File: config.mk
export PLATFORM = sky130hd
export DESIGN_NAME = lsebf_core
export DESIGN_NICKNAME = d
export VERILOG_FILES = /design/src/hdl/lsebf_pkg.sv /design/src/hdl/lsebf_core.sv
export SDC_FILE = /design/constraint.sdc
export NUM_CORES = 1
export LEC_CHECK = 0
export BUFFER_PORTS_ARGS = -buffer_cell sky130_fd_sc_hd__buf_2
export CORE_AREA = 4 4 177 213
export CTS_BUF_LIST = sky130_fd_sc_hd__clkbuf_16
export DETAILED_ROUTE_END_ITERATION = 8
export DIE_AREA = 0 0 181 217
export PLACE_DENSITY = 0.53
export SLEW_MARGIN = 10
export SYNTH_ARGS = -nofsm -noshare
export SYNTH_HDL_FRONTEND = slang
export SYNTH_SLANG_ARGS = --single-unit
export TNS_END_PERCENT = 20
File: constraint.sdc
create_clock -name sys_clk -period 10.8 [get_ports sys_clk]
set_clock_uncertainty 0.1 [all_clocks]
set_input_delay 1.62 -clock sys_clk [delete_from_list [all_inputs] [get_ports sys_clk]]
set_output_delay 1.62 -clock sys_clk [all_outputs]
set_load 0.05 [all_outputs]
File: src/hdl/lsebf_pkg.sv
// Constants, encodings and states for the LIN/UART status, error and buffer block.
// Assumes a serializer outside that reports bits, bytes and frame events as pulses.
// How it works
// - Header end sets header done, LIN only
// - Rx response end with good checksum or UART char sets rx done
// - Tx response end or UART char sets tx done
// - Error summary is OR of eight flags
// - Readback mismatch sets bit error, aborts send in LIN mode only
// - Received checksum mismatch sets checksum error
// - Bad identifier parity flagged, never corrected
// - Slave flags synch field out of tolerance
// - Dominant stop bit sets framing error
// - Frame longer than maximum sets timeout error
// - Busy non-abort command or UART overwrite: overrun
// - Abort command while busy sets abort flag
// - Any LIN error returns to idle, abort
// - Clearing summary clears all error flags
// - Break in data aborts; slave flags error
// - Enhanced sum includes identifier, classic excludes
// - Flags gated into error and completion requests
// - Identifier status reports identifiers 3C to 3F
// - Identifier inclusion latched at response command
// - Byte n at index n, autoincrement wraps
// - UART data port is a single register
// - Busy held while communicating, cleared after
// - Done flags clear only by writing one
// - UART data port read clears error summary
package lsebf_pkg;
   localparam int CMD_W = 3;
   localparam int LEN_W = 4;
   localparam int IDX_W = 3;
   localparam logic [2:0] CMD_ABORT = 3'h0;
   localparam logic [2:0] CMD_TX_HDR = 3'h1;
   localparam logic [2:0] CMD_RX_RSP = 3'h2;
   localparam logic [2:0] CMD_TX_RSP = 3'h3;
   localparam int CMD_UART_BIT = 2;
   localparam int CMD_RXEN_BIT = 1;
   localparam int CMD_TXEN_BIT = 0;
   localparam int ERR_BIT = 0;
   localparam int ERR_CK = 1;
   localparam int ERR_PAR = 2;
   localparam int ERR_SYNC = 3;
   localparam int ERR_FRM = 4;
   localparam int ERR_TO = 5;
   localparam int ERR_OVR = 6;
   localparam int ERR_ABORT = 7;
   localparam logic [3:0] ID_SPECIAL_HI = 4'hF;
   localparam logic [7:0] CK_OK = 8'hFF;
   localparam logic [3:0] LEN_MAX = 4'h8;
   localparam logic [3:0] LEN_2 = 4'h2;
   localparam logic [3:0] LEN_4 = 4'h4;
   localparam logic [3:0] LEN_8 = 4'h8;
   localparam logic DOMINANT = 1'b0;
   localparam int TIMEOUT_BITS = 174;
   typedef enum logic [2:0] {ST_IDLE, ST_TX_HDR, ST_RX_RSP, ST_TX_RSP, ST_UART_TX} lsebf_state_type;
endpackage : lsebf_pkg

File: src/hdl/lsebf_core.sv
// Status flags, error flags, checksum, identifier status and frame buffer.
// Assumes all inputs synchronous to sys_clk; event inputs are one-cycle pulses.
`timescale 1ns/100ps
module lsebf_core #(
   parameter int TIMEOUT_BITS = lsebf_pkg::TIMEOUT_BITS
) (
   input wire logic sys_clk,
   input wire logic arst_n,
   input wire logic uart_mode,
   input wire logic master_mode,
   input wire logic classic_version_select,
   input wire logic cmd_write,
   input wire logic [lsebf_pkg::CMD_W-1:0] cmd_code,
   input wire logic len_write,
   input wire logic [7:0] len_wdata,
   input wire logic sel_write,
   input wire logic [lsebf_pkg::IDX_W-1:0] sel_index,
   input wire logic autoinc_disable_n,
   input wire logic dp_write,
   input wire logic [7:0] dp_wdata,
   input wire logic dp_read,
   input wire logic clr_header_done,
   input wire logic clr_rx_done,
   input wire logic clr_tx_done,
   input wire logic clr_error,
   input wire logic error_irq_enable,
   input wire logic header_irq_enable,
   input wire logic tx_irq_enable,
   input wire logic rx_irq_enable,
   input wire logic header_end,
   input wire logic [7:0] header_pid,
   input wire logic sync_bad,
   input wire logic brk_detect,
   input wire logic bit_tick,
   input wire logic tx_bit_valid,
   input wire logic tx_bit_sent,
   input wire logic tx_bit_read,
   input wire logic stop_valid,
   input wire logic stop_level,
   input wire logic rx_byte_valid,
   input wire logic [7:0] rx_byte,
   input wire logic tx_resp_end,
   input wire logic uart_tx_char,
   input wire logic tx_ready,
   output logic tx_valid,
   output logic [7:0] tx_data,
   output logic tx_abort,
   output logic dp_wr_ready,
   output logic [7:0] dp_rdata,
   output logic header_done_flag,
   output logic rx_done_flag,
   output logic tx_done_flag,
   output logic error_summary_flag,
   output logic [7:0] error_flags_reg,
   output logic [2:0] id_status_field,
   output logic busy_flag,
   output logic [lsebf_pkg::CMD_W-1:0] command_field,
   output logic [lsebf_pkg::LEN_W-1:0] rx_length_field,
   output logic [lsebf_pkg::LEN_W-1:0] tx_length_field,
   output logic [lsebf_pkg::IDX_W-1:0] buffer_index,
   output logic irq_err,
   output logic irq_tc
);
   import lsebf_pkg::*;
   function automatic logic [7:0] add_carry(input logic [7:0] a, input logic [7:0] b);
      logic [8:0] s;
      s = {1'b0, a} + {1'b0, b};
      return s[7:0] + {7'h00, s[8]};
   endfunction : add_carry
   lsebf_state_type state;
   logic [7:0] frame_buf [0:7];
   logic [7:0] pid;
   logic [7:0] sum;
   logic [3:0] rx_cnt;
   logic [3:0] feed_cnt;
   logic ck_pushed;
   logic [7:0] uart_rx_data;
   logic uart_unread;
   logic frame_wait;
   logic [15:0] to_cnt;
   logic [7:0] fifo_mem [0:1];
   logic wr_ptr;
   logic rd_ptr;
   logic [1:0] fifo_cnt;
   // Handshake and event decoding
   wire cmd_is_abort = cmd_code == CMD_ABORT;
   wire cmd_busy = cmd_write & busy_flag;
   wire abort_set = cmd_busy & cmd_is_abort;
   wire ovr_cmd = cmd_busy & ~cmd_is_abort;
   wire cmd_start = cmd_write & ~busy_flag & ~uart_mode;
   wire in_rx = state == ST_RX_RSP;
   wire in_tx_rsp = state == ST_TX_RSP;
   wire tx_phase = (state == ST_TX_HDR) | in_tx_rsp | (state == ST_UART_TX);
   wire fifo_in_ready = fifo_cnt != 2'h2;
   wire lin_dp = (dp_read | dp_write) & ~uart_mode;
   wire uart_tx_en = command_field[CMD_UART_BIT] & command_field[CMD_TXEN_BIT];
   wire uart_push = uart_mode & dp_write & uart_tx_en & ~busy_flag & fifo_in_ready;
   wire rx_data_byte = rx_byte_valid & in_rx & (rx_cnt < rx_length_field);
   wire rx_ck_byte = rx_byte_valid & in_rx & ~(rx_cnt < rx_length_field);
   wire ck_bad = add_carry(sum, rx_byte) != CK_OK;
   wire feed_push = in_tx_rsp & ~ck_pushed & fifo_in_ready;
   wire feed_data = feed_cnt < tx_length_field;
   wire [7:0] feed_byte = feed_data ? frame_buf[feed_cnt[2:0]] : ~sum;
   wire fifo_push = feed_push | uart_push;
   wire [7:0] fifo_wdata = uart_mode ? dp_wdata : feed_byte;
   wire fifo_pop = tx_valid & tx_ready;
   wire par0 = header_pid[0] ^ header_pid[1] ^ header_pid[2] ^ header_pid[4];
   wire par1 = ~(header_pid[1] ^ header_pid[3] ^ header_pid[4] ^ header_pid[5]);
   wire par_bad = {par1, par0} != header_pid[7:6];
   wire slave_brk = brk_detect & ~master_mode & ~uart_mode;
   wire to_hit = frame_wait & bit_tick & (in_rx | in_tx_rsp)
                 & (to_cnt == 16'(TIMEOUT_BITS - 1));
   logic [7:0] err_set;
   assign err_set[ERR_BIT] = (tx_bit_valid & tx_phase & (tx_bit_read != tx_bit_sent))
                             | (slave_brk & in_tx_rsp);
   assign err_set[ERR_CK] = rx_ck_byte & ck_bad;
   assign err_set[ERR_PAR] = header_end & ~uart_mode & par_bad;
   assign err_set[ERR_SYNC] = sync_bad & ~master_mode & ~uart_mode;
   assign err_set[ERR_FRM] = (stop_valid & (stop_level == DOMINANT))
                             | (slave_brk & in_rx);
   assign err_set[ERR_TO] = to_hit;
   assign err_set[ERR_OVR] = ovr_cmd | (uart_mode & rx_byte_valid & uart_unread);
   assign err_set[ERR_ABORT] = abort_set;
   // A break aborts the transfer on every node, error or not
   wire stop = ((|err_set) & ~uart_mode) | abort_set | (brk_detect & ~uart_mode);
   wire hdr_set = header_end & ~uart_mode;
   wire rx_set = (rx_ck_byte & ~ck_bad) | (uart_mode & rx_byte_valid);
   wire tx_set = (in_tx_rsp & tx_resp_end & ~stop)
                 | (state == ST_UART_TX & uart_tx_char);
   wire err_clr = clr_error | (uart_mode & dp_read);
   wire [3:0] len_clamp = (len_wdata[3:0] > LEN_MAX) ? LEN_MAX : len_wdata[3:0];
   wire [3:0] len_clamp_tx = (len_wdata[7:4] > LEN_MAX) ? LEN_MAX : len_wdata[7:4];
   wire [3:0] len_code = header_pid[5] ? (header_pid[4] ? LEN_8 : LEN_4) : LEN_2;
   wire [2:0] next_index = sel_write ? sel_index
                          : (lin_dp & ~autoinc_disable_n) ? buffer_index + 3'h1
                          : buffer_index;
   assign busy_flag = state != ST_IDLE;
   assign error_summary_flag = |error_flags_reg;
   assign irq_err = error_summary_flag & error_irq_enable;
   assign irq_tc = (header_done_flag & header_irq_enable) | (tx_done_flag & tx_irq_enable)
                   | (rx_done_flag & rx_irq_enable);
   assign tx_valid = fifo_cnt != 2'h0;
   assign tx_data = fifo_mem[rd_ptr];
   assign tx_abort = stop & tx_phase;
   assign dp_wr_ready = ~uart_mode | (~busy_flag & fifo_in_ready);
   // Flags: a set in the cycle of its clear wins
   always_ff @(posedge sys_clk or negedge arst_n) begin
      if (!arst_n) begin
         header_done_flag <= 1'b0;
         rx_done_flag <= 1'b0;
         tx_done_flag <= 1'b0;
         error_flags_reg <= 8'h00;
      end else begin
         header_done_flag <= hdr_set | (header_done_flag & ~clr_header_done);
         rx_done_flag <= rx_set | (rx_done_flag & ~clr_rx_done);
         tx_done_flag <= tx_set | (tx_done_flag & ~clr_tx_done);
         error_flags_reg <= err_set | (error_flags_reg & ~{8{err_clr}});
      end
   end
   // Command and transfer state
   always_ff @(posedge sys_clk or negedge arst_n) begin
      if (!arst_n) begin
         state <= ST_IDLE;
         command_field <= CMD_ABORT;
      end else if (stop) begin
         state <= ST_IDLE;
         command_field <= CMD_ABORT;
      end else if (cmd_start) begin
         command_field <= cmd_code;
         case (cmd_code)
            CMD_TX_HDR: state <= ST_TX_HDR;
            CMD_RX_RSP: state <= ST_RX_RSP;
            CMD_TX_RSP: state <= ST_TX_RSP;
            default: state <= ST_IDLE;
         endcase
      end else begin
         if (uart_mode & cmd_write & ~busy_flag) begin
            command_field <= cmd_code;
         end
         case (state)
            ST_IDLE: state <= uart_push ? ST_UART_TX : ST_IDLE;
            ST_TX_HDR: state <= header_end ? ST_IDLE : ST_TX_HDR;
            ST_RX_RSP: state <= rx_ck_byte ? ST_IDLE : ST_RX_RSP;
            ST_TX_RSP: state <= tx_resp_end ? ST_IDLE : ST_TX_RSP;
            ST_UART_TX: state <= uart_tx_char ? ST_IDLE : ST_UART_TX;
            default: state <= ST_IDLE;
         endcase
      end
   end
   // Header capture, lengths and identifier status
   always_ff @(posedge sys_clk or negedge arst_n) begin
      if (!arst_n) begin
         pid <= 8'h00;
         id_status_field <= 3'h0;
         rx_length_field <= 4'h0;
         tx_length_field <= 4'h0;
      end else begin
         if (hdr_set) begin
            pid <= header_pid;
            id_status_field <= (header_pid[5:2] == ID_SPECIAL_HI) ?
                               {1'b1, header_pid[1:0]} : 3'h0;
         end
         if (uart_mode) begin
            rx_length_field <= 4'h0;
            tx_length_field <= 4'h0;
         end else if (hdr_set & classic_version_select) begin
            rx_length_field <= len_code;
            tx_length_field <= len_code;
         end else if (len_write & ~busy_flag) begin
            rx_length_field <= len_clamp;
            tx_length_field <= len_clamp_tx;
         end
      end
   end
   // Checksum accumulation and response counters
   always_ff @(posedge sys_clk or negedge arst_n) begin
      if (!arst_n) begin
         sum <= 8'h00;
         rx_cnt <= 4'h0;
         feed_cnt <= 4'h0;
         ck_pushed <= 1'b0;
      end else if (cmd_start) begin
         sum <= classic_version_select ? 8'h00 : pid;
         rx_cnt <= 4'h0;
         feed_cnt <= 4'h0;
         ck_pushed <= 1'b0;
      end else if (rx_data_byte) begin
         sum <= add_carry(sum, rx_byte);
         rx_cnt <= rx_cnt + 4'h1;
      end else if (feed_push) begin
         if (feed_data) begin
            sum <= add_carry(sum, feed_byte);
            feed_cnt <= feed_cnt + 4'h1;
         end else begin
            ck_pushed <= 1'b1;
         end
      end
   end
   // Frame buffer and data port
   always_ff @(posedge sys_clk or negedge arst_n) begin
      if (!arst_n) begin
         for (int i = 0; i < 8; i++) begin
            frame_buf[i] <= 8'h00;
         end
         buffer_index <= 3'h0;
         dp_rdata <= 8'h00;
         uart_rx_data <= 8'h00;
         uart_unread <= 1'b0;
      end else begin
         buffer_index <= next_index;
         if (rx_data_byte) begin
            frame_buf[rx_cnt[2:0]] <= rx_byte;
         end else if (dp_write & ~uart_mode & ~busy_flag) begin
            frame_buf[buffer_index] <= dp_wdata;
         end
         if (dp_read) begin
            dp_rdata <= uart_mode ? uart_rx_data : frame_buf[buffer_index];
         end
         if (uart_mode & rx_byte_valid) begin
            uart_rx_data <= rx_byte;
         end
         uart_unread <= (uart_mode & rx_byte_valid) | (uart_unread & ~(dp_read & uart_mode));
      end
   end
   // Frame timer starts once synch and identifier are on the bus
   always_ff @(posedge sys_clk or negedge arst_n) begin
      if (!arst_n) begin
         frame_wait <= 1'b0;
         to_cnt <= 16'h0000;
      end else if (hdr_set) begin
         frame_wait <= 1'b1;
         to_cnt <= 16'h0000;
      end else if (stop | rx_set | tx_set) begin
         frame_wait <= 1'b0;
      end else if (frame_wait & bit_tick) begin
         to_cnt <= to_cnt + 16'h0001;
      end
   end
   // Two-entry buffer toward the serializer; a stalled receiver holds the feed
   always_ff @(posedge sys_clk or negedge arst_n) begin
      if (!arst_n) begin
         fifo_mem[0] <= 8'h00;
         fifo_mem[1] <= 8'h00;
         wr_ptr <= 1'b0;
         rd_ptr <= 1'b0;
         fifo_cnt <= 2'h0;
      end else if (stop) begin
         wr_ptr <= 1'b0;
         rd_ptr <= 1'b0;
         fifo_cnt <= 2'h0;
      end else begin
         if (fifo_push) begin
            fifo_mem[wr_ptr] <= fifo_wdata;
            wr_ptr <= ~wr_ptr;
         end
         if (fifo_pop) begin
            rd_ptr <= ~rd_ptr;
         end
         fifo_cnt <= fifo_cnt + {1'b0, fifo_push} - {1'b0, fifo_pop};
      end
   end
endmodule : lsebf_core

== Word level (Yosys, flattened, before mapping) ==
Index checks and enable logic that the tools add are counted.
Operators by class
  add/subtract/negate cells: 10
  $lt $le $gt $ge: 12
  equal/unequal tests: 16
  muxes and demuxes: 73
  bitwise operators: 112
  reductions and logical operators: 27
Operator list (number)
  $mux 8: 18
  $bwmux 64: 2
  $mux 64: 2
  $mux 4: 16
  $and 1x1->1: 58
  $bmux 8 s3: 2
  $demux 8 s3: 2
  $mux 16: 3
  $mux 3: 10
  $or 1x1->1: 22
  $reduce_bool 2->1: 10
  $add 8x8->9: 2
  $not 1->1: 17
  $add 16x1->16 const B: 1
  $add 8x1->8: 2
  $bwmux 16: 1
  $eq 16x8->1 const B: 1
  $not 8->8: 2
  $reduce_or 8->1: 2
  $pmux 3 s5: 1
  $reduce_bool 3->1: 5
  $eq 3x2->1 const B: 4
  $ge 4x4->1 const B: 3
  $not 3->4: 3
  28 further kinds: 61
Storage, ports and cells
  register bits: 174
  input bits: 70
  logic and storage cells: 283

== Logic depth before layout (Yosys ltp) ==
  depth in word-level cells: 16
  gate-level depth with buffers: 22

== Least setup slack after synthesis ==
No wires, ideal clock.
  kind: input-to-output
  start: input rx_byte[0]
  end: output tx_abort
  arrival: 5.783 ns
  required time: 9.080 ns
  path slack: 3.297 ns
  stages: 15
  cell sequence: ha_1 -> fa_1 -> a211oi_2 -> o21ai_0 -> a21oi_1 -> o21bai_1 -> ha_1 -> ha_1 -> and2_1 -> mux2_2 -> a21oi_1 -> nor4b_4 -> a21oi_2 -> clkbuf_1 -> a21boi_0
On the way
  cells in the longest elaborated chain, start to end: 9
Ends and longest elaborated chain
  start: declaration: line lsebf_core.sv:41  | input wire logic [7:0] rx_byte,
  $add 8x8->9: line lsebf_core.sv:67  | s = {1'b0, a} + {1'b0, b};
  $add 8x1->8: line lsebf_core.sv:68  | return s[7:0] + {7'h00, s[8]};
  $ne 8x8->1: line lsebf_core.sv:100  | wire ck_bad = add_carry(sum, rx_byte) != CK_OK;
  $and 1x1->1: line lsebf_core.sv:116  | assign err_set[ERR_CK] = rx_ck_byte & ck_bad;
  $reduce_or 8->1: line lsebf_core.sv:125  | wire stop = ((|err_set) & ~uart_mode) | abort_set | (brk_detect & ~uart_mode);
  $and 1x1->1: line lsebf_core.sv:125
  $or 1x1->1 (2 in a row): line lsebf_core.sv:125
  $and 1x1->1: line lsebf_core.sv:144  | assign tx_abort = stop & tx_phase;
  end: declaration: line lsebf_core.sv:47  | output logic tx_abort,
No other way between the ends.

== Worst setup path after layout ==
Ends and elaborated chain as after synthesis.

==> metrics.md <==
| Metric | Value |
|---|---|
| Status | complete, no violations |
| Largest regs | frame_buf x64, fifo_mem x16, to_cnt x16 |
| TNS Setup | 0 ns |
| # diodes | 0 |
| Critical Path Max Stage Delay | between 0.5 and 0.6 ns |
| Largest net degree at the start of global routing | 109 |
| Vias/cell | about 5.3 |
| Crit. Startpoint | rx_byte[0] |
| RSZ-0062 raised after global routing | no |
| Final slew viol count | 0 |
| Largest register by flop count | frame_buf |
| Die area | 39300 um2 |
| Final wirelength | ~35000 um |
| Worst hold start | id_status_field[2] |
| WP data required | 9.08 ns |
| EDFF count, synth | 0 |
| Clock Root Buffer | clkbuf_16 |
| # resized after CTS | 0 |
| First-pass GRT wire length | 53600 um |
| Fmax | 135 MHz |
| Clock Path Buffers | 2 |
| Count of final hold-check violations | 0 |
| Setup violators final | 0 |
| Final min period | 7.41 ns |
| Crit path DAT | around 5.7 ns |
| CTS clock-pin slew for the worst setup and hold paths | 0.08 ns |
| Worst Hold Depth | 1 |
| Synth warnings | 0 |
| Vias in the first global route | 8787 |
| Dpl ws | roughly 3.4 ns |
| Tcrit/Tclk final | 68.6% |
| Setup Crit Path Kind | primary input to output pin |
| Internal power | ~1.6 mW |
| Largest register FFs | 64 |
| Die Span Y | 217 um |
| Vias post-DR | 8772 |
| Max rail drop VDD | 0.116 mV |
| Die Wd | 181 um |
| Layout cells sized above 1 | 23.3% |
| Core box area | 35700 um2 |
| Crit start category | primary input |
| Initial antenna violation count | 0 |
| Post-Syn Instances | 1072 |
| Drt drc | 0 |
| Sw power | about 1.1 mW |
| Post-DP HPWL | 25100 um |
| Syn Nets | ~1200 |
| Post-CTS Hold Fix Bufs | 0 |
| Rel. slew slack | 27.9% |
| RR Startpoint | feed_cnt[2] |
| Post-CTS Setup Bufs | 0 |
| Netlist cell types | 71 |
| Flop pwr share | between 30 and 40% |
| Clock Power Share | between 20% and 30% |
| Most common cell type on the critical path | ha_1 |
| CP max FO | 13 |
| Routed len/inst | 20.9 um |
| Area grow syn2layout | 16.5% |
| I/O Pins | roughly 120 |
| Drt initial violations | 627 |
| CTS tree | built |
| Lkg Pwr | 5.75 nW |
| Cell area after technology mapping | 10500 um2 |
| Nets | between 1000 and 1500 |
| Least-Margin Pin Slew | 1.08 ns |
| Clock Latency Late Sink | about 0.45 ns |
| Initial Util | 29.6% |
| Sw Share | between 40% and 50% |
| GRT Total Usage | 17.6% |
| Hold Crit Class | flip-flop to flip-flop |
| Pwr Density | 218 nW/um2 |
| Clock sinks | about 170 |
| Critical path endpoint category | output pin |
| Yosys reg bits | 174 |
| Placer Congestion | between 0.8 and 0.9 |
| Pre-antenna DRT Iters | 5 |
| Synth Area per Inst | 9.83 um2 |
| Critical Path, Cell by Cell | buf_2 > ha_1 > fa_1 > a211oi_2 > o21ai_0 > a21oi_1 > o21bai_1 > ha_1 > ha_1 > and2_1 > mux2_2 > a21oi_1 > nor4b_4 > a21oi_2 > a21boi_0 > buf_2 |
| Slowest cell on the critical path | a21oi_2 |
| Port bufs | 120 |
| Worst Reg-to-Reg Cells | 20 |
| Main flop type after synthesis | dfrtp_1 |
| Max H-tree Level | 4 |
| Num CTS Buffers | 17 |
| GRT overflow | 0 |
| Max Cap Violations | 0 |
| PnR worst setup slack | 3.39 ns |
| Standard-cell row count | 76 |
| Post-synthesis sequential area ratio | 41.3% |
| Logic pwr share | 42.2% |
| Number of routed nets with antenna violations | 0 |
| Post-synth ARST share | between 90% and 100% |
==> worst max-delay path: cells and delay by family <==
family	cells	cell delay (ns)
fa+ha+maj	4	1.15
mux	1	0.28
compound gates	7	1.91
buf+inv	2	0.46
simple gates	2	0.28
==> layout by cell type (no fill, tap or decap), types with 6 or more instances in the layout <==
master     netlist  final
a21o_1          37     37
a21oi_1         41     41
a221oi_1         6      6
a22o_1          27     27
a22oi_1         44     44
a31oi_1          6      6
and3_1           9      9
buf_2            0    119
buf_4            0     24
clkbuf_16        0     17
dfrtp_1        174    174
ha_1            33     33
inv_1           28     29
mux2_2          42     42
mux2_4           8      8
mux2i_1         26     26
mux4_2          26     26
nand2_1        174    174
nand2b_1        14     14
nand3_1         22     22
nand4_1          8      8
nor2_1          79     79
nor2b_1          9      9
nor3_1          23     20
nor3b_1          6      6
nor4_1           7      7
o211ai_1         6      6
o21ai_0         40     40
or3_1            7      7
xnor2_1         26     26
xor2_1          15     15
==> path summary, 6_finish.rpt <==
path / end / slack, ns
worst min-delay path: id_status_field[2] / 0.38
min in group asynchronous: frame_buf[36] / 1.17
worst min register to register: id_status_field[2] / 0.38
max in group asynchronous: error_flags_reg[7] / 7.95
worst max-delay path: tx_abort / 3.39
worst max register to register: sum[7] / 5.70
==> cell type report <==
class | count | area [um2]
fillers | 3696 | 23400
multi-input cells | 809 | 5870
flip-flops and latches | 174 | 4350
repair buffers | 144 | 787
well taps | 468 | 586
clock buffers | 17 | 425
clock inverters | 15 | 153
inverters | 28 | 105
==> kinds of logic (layout without fill, tap and decap cells) <==
group / after synthesis / count (layout) / share of synthesized area (%)
AO/OA/AOI/OAI: 240 / 240 / 15.9
XOR/XNOR: 44 / 44 / 4.06
flip-flops: 174 / 174 / 41.3
buffers and inverters: 89 / 204 / 3.24
AND/OR/NAND/NOR: 388 / 388 / 17.6
adder cells (fa/ha/maj): 35 / 35 / 4.30
multiplexers: 102 / 102 / 13.6
==> synthesized netlist by cell type, types with 4 or more instances <==
cell | instances | area (um2)
dfrtp_1 | 174 | 4350
nor3_1 | 23 | 115
xnor2_1 | 26 | 228
nor4_1 | 7 | 43.8
o21ai_0 | 40 | 200
xor2_1 | 15 | 131
and3_1 | 9 | 56.3
a22o_1 | 27 | 236
a21o_1 | 37 | 278
clkbuf_1 | 38 | 143
a21oi_1 | 41 | 205
a211oi_1 | 5 | 37.5
o211ai_1 | 6 | 45.0
mux2i_1 | 26 | 260
mux4_2 | 26 | 586
a222oi_1 | 4 | 40.0
buf_1 | 22 | 82.6
or3_1 | 7 | 43.8
nor2_1 | 79 | 297
nor2b_1 | 9 | 56.3
nand2b_1 | 14 | 87.6
mux2_4 | 8 | 120
a221oi_1 | 6 | 52.6
inv_1 | 28 | 105
ha_1 | 33 | 413
nand4_1 | 8 | 50.1
a31oi_1 | 6 | 37.5
a22oi_1 | 44 | 330
nor3b_1 | 6 | 45.0
nand3_1 | 22 | 110
and2_1 | 5 | 31.3
mux2_2 | 42 | 473
or2_2 | 4 | 25.0
nand2_1 | 174 | 653
==> stage by stage <==
step                      instance area, um2  util [%]  power [mW]  cells  hold WS [ns]
final                                  12300      34.4        2.68   1655         0.380
after global routing                   12300      34.4        2.85   1655         0.396
after CTS                              12300      34.4        2.69   1655         0.384
after detailed placement               11700      32.8        2.06   1623         0.364
after global placement                 11700      32.8        2.04   1623         0.360
after floorplan                        10500         -        1.74   1072         0.346
==> power by group through the flow <==
stage	sequential, mW	combinational [mW]	clock [mW]
3_3_place_gp	0.931	1.11	0
3_5_place_dp	0.933	1.12	0
2_1_floorplan	0.934	0.807	0
4_1_cts	0.920	1.13	0.640
6_report	0.921	1.13	0.627
5_1_grt	0.941	1.24	0.666
==> routing by layer <==
layer,wire (um),track usage (%),up-vias
met1,14400,21.9,4367
met3,1520,2.41,54
met2,17500,31.0,251
li1,-,-,4100
met5,0,0,-
met4,1070,6.71,0
Power figures use the tool's default switching activity.
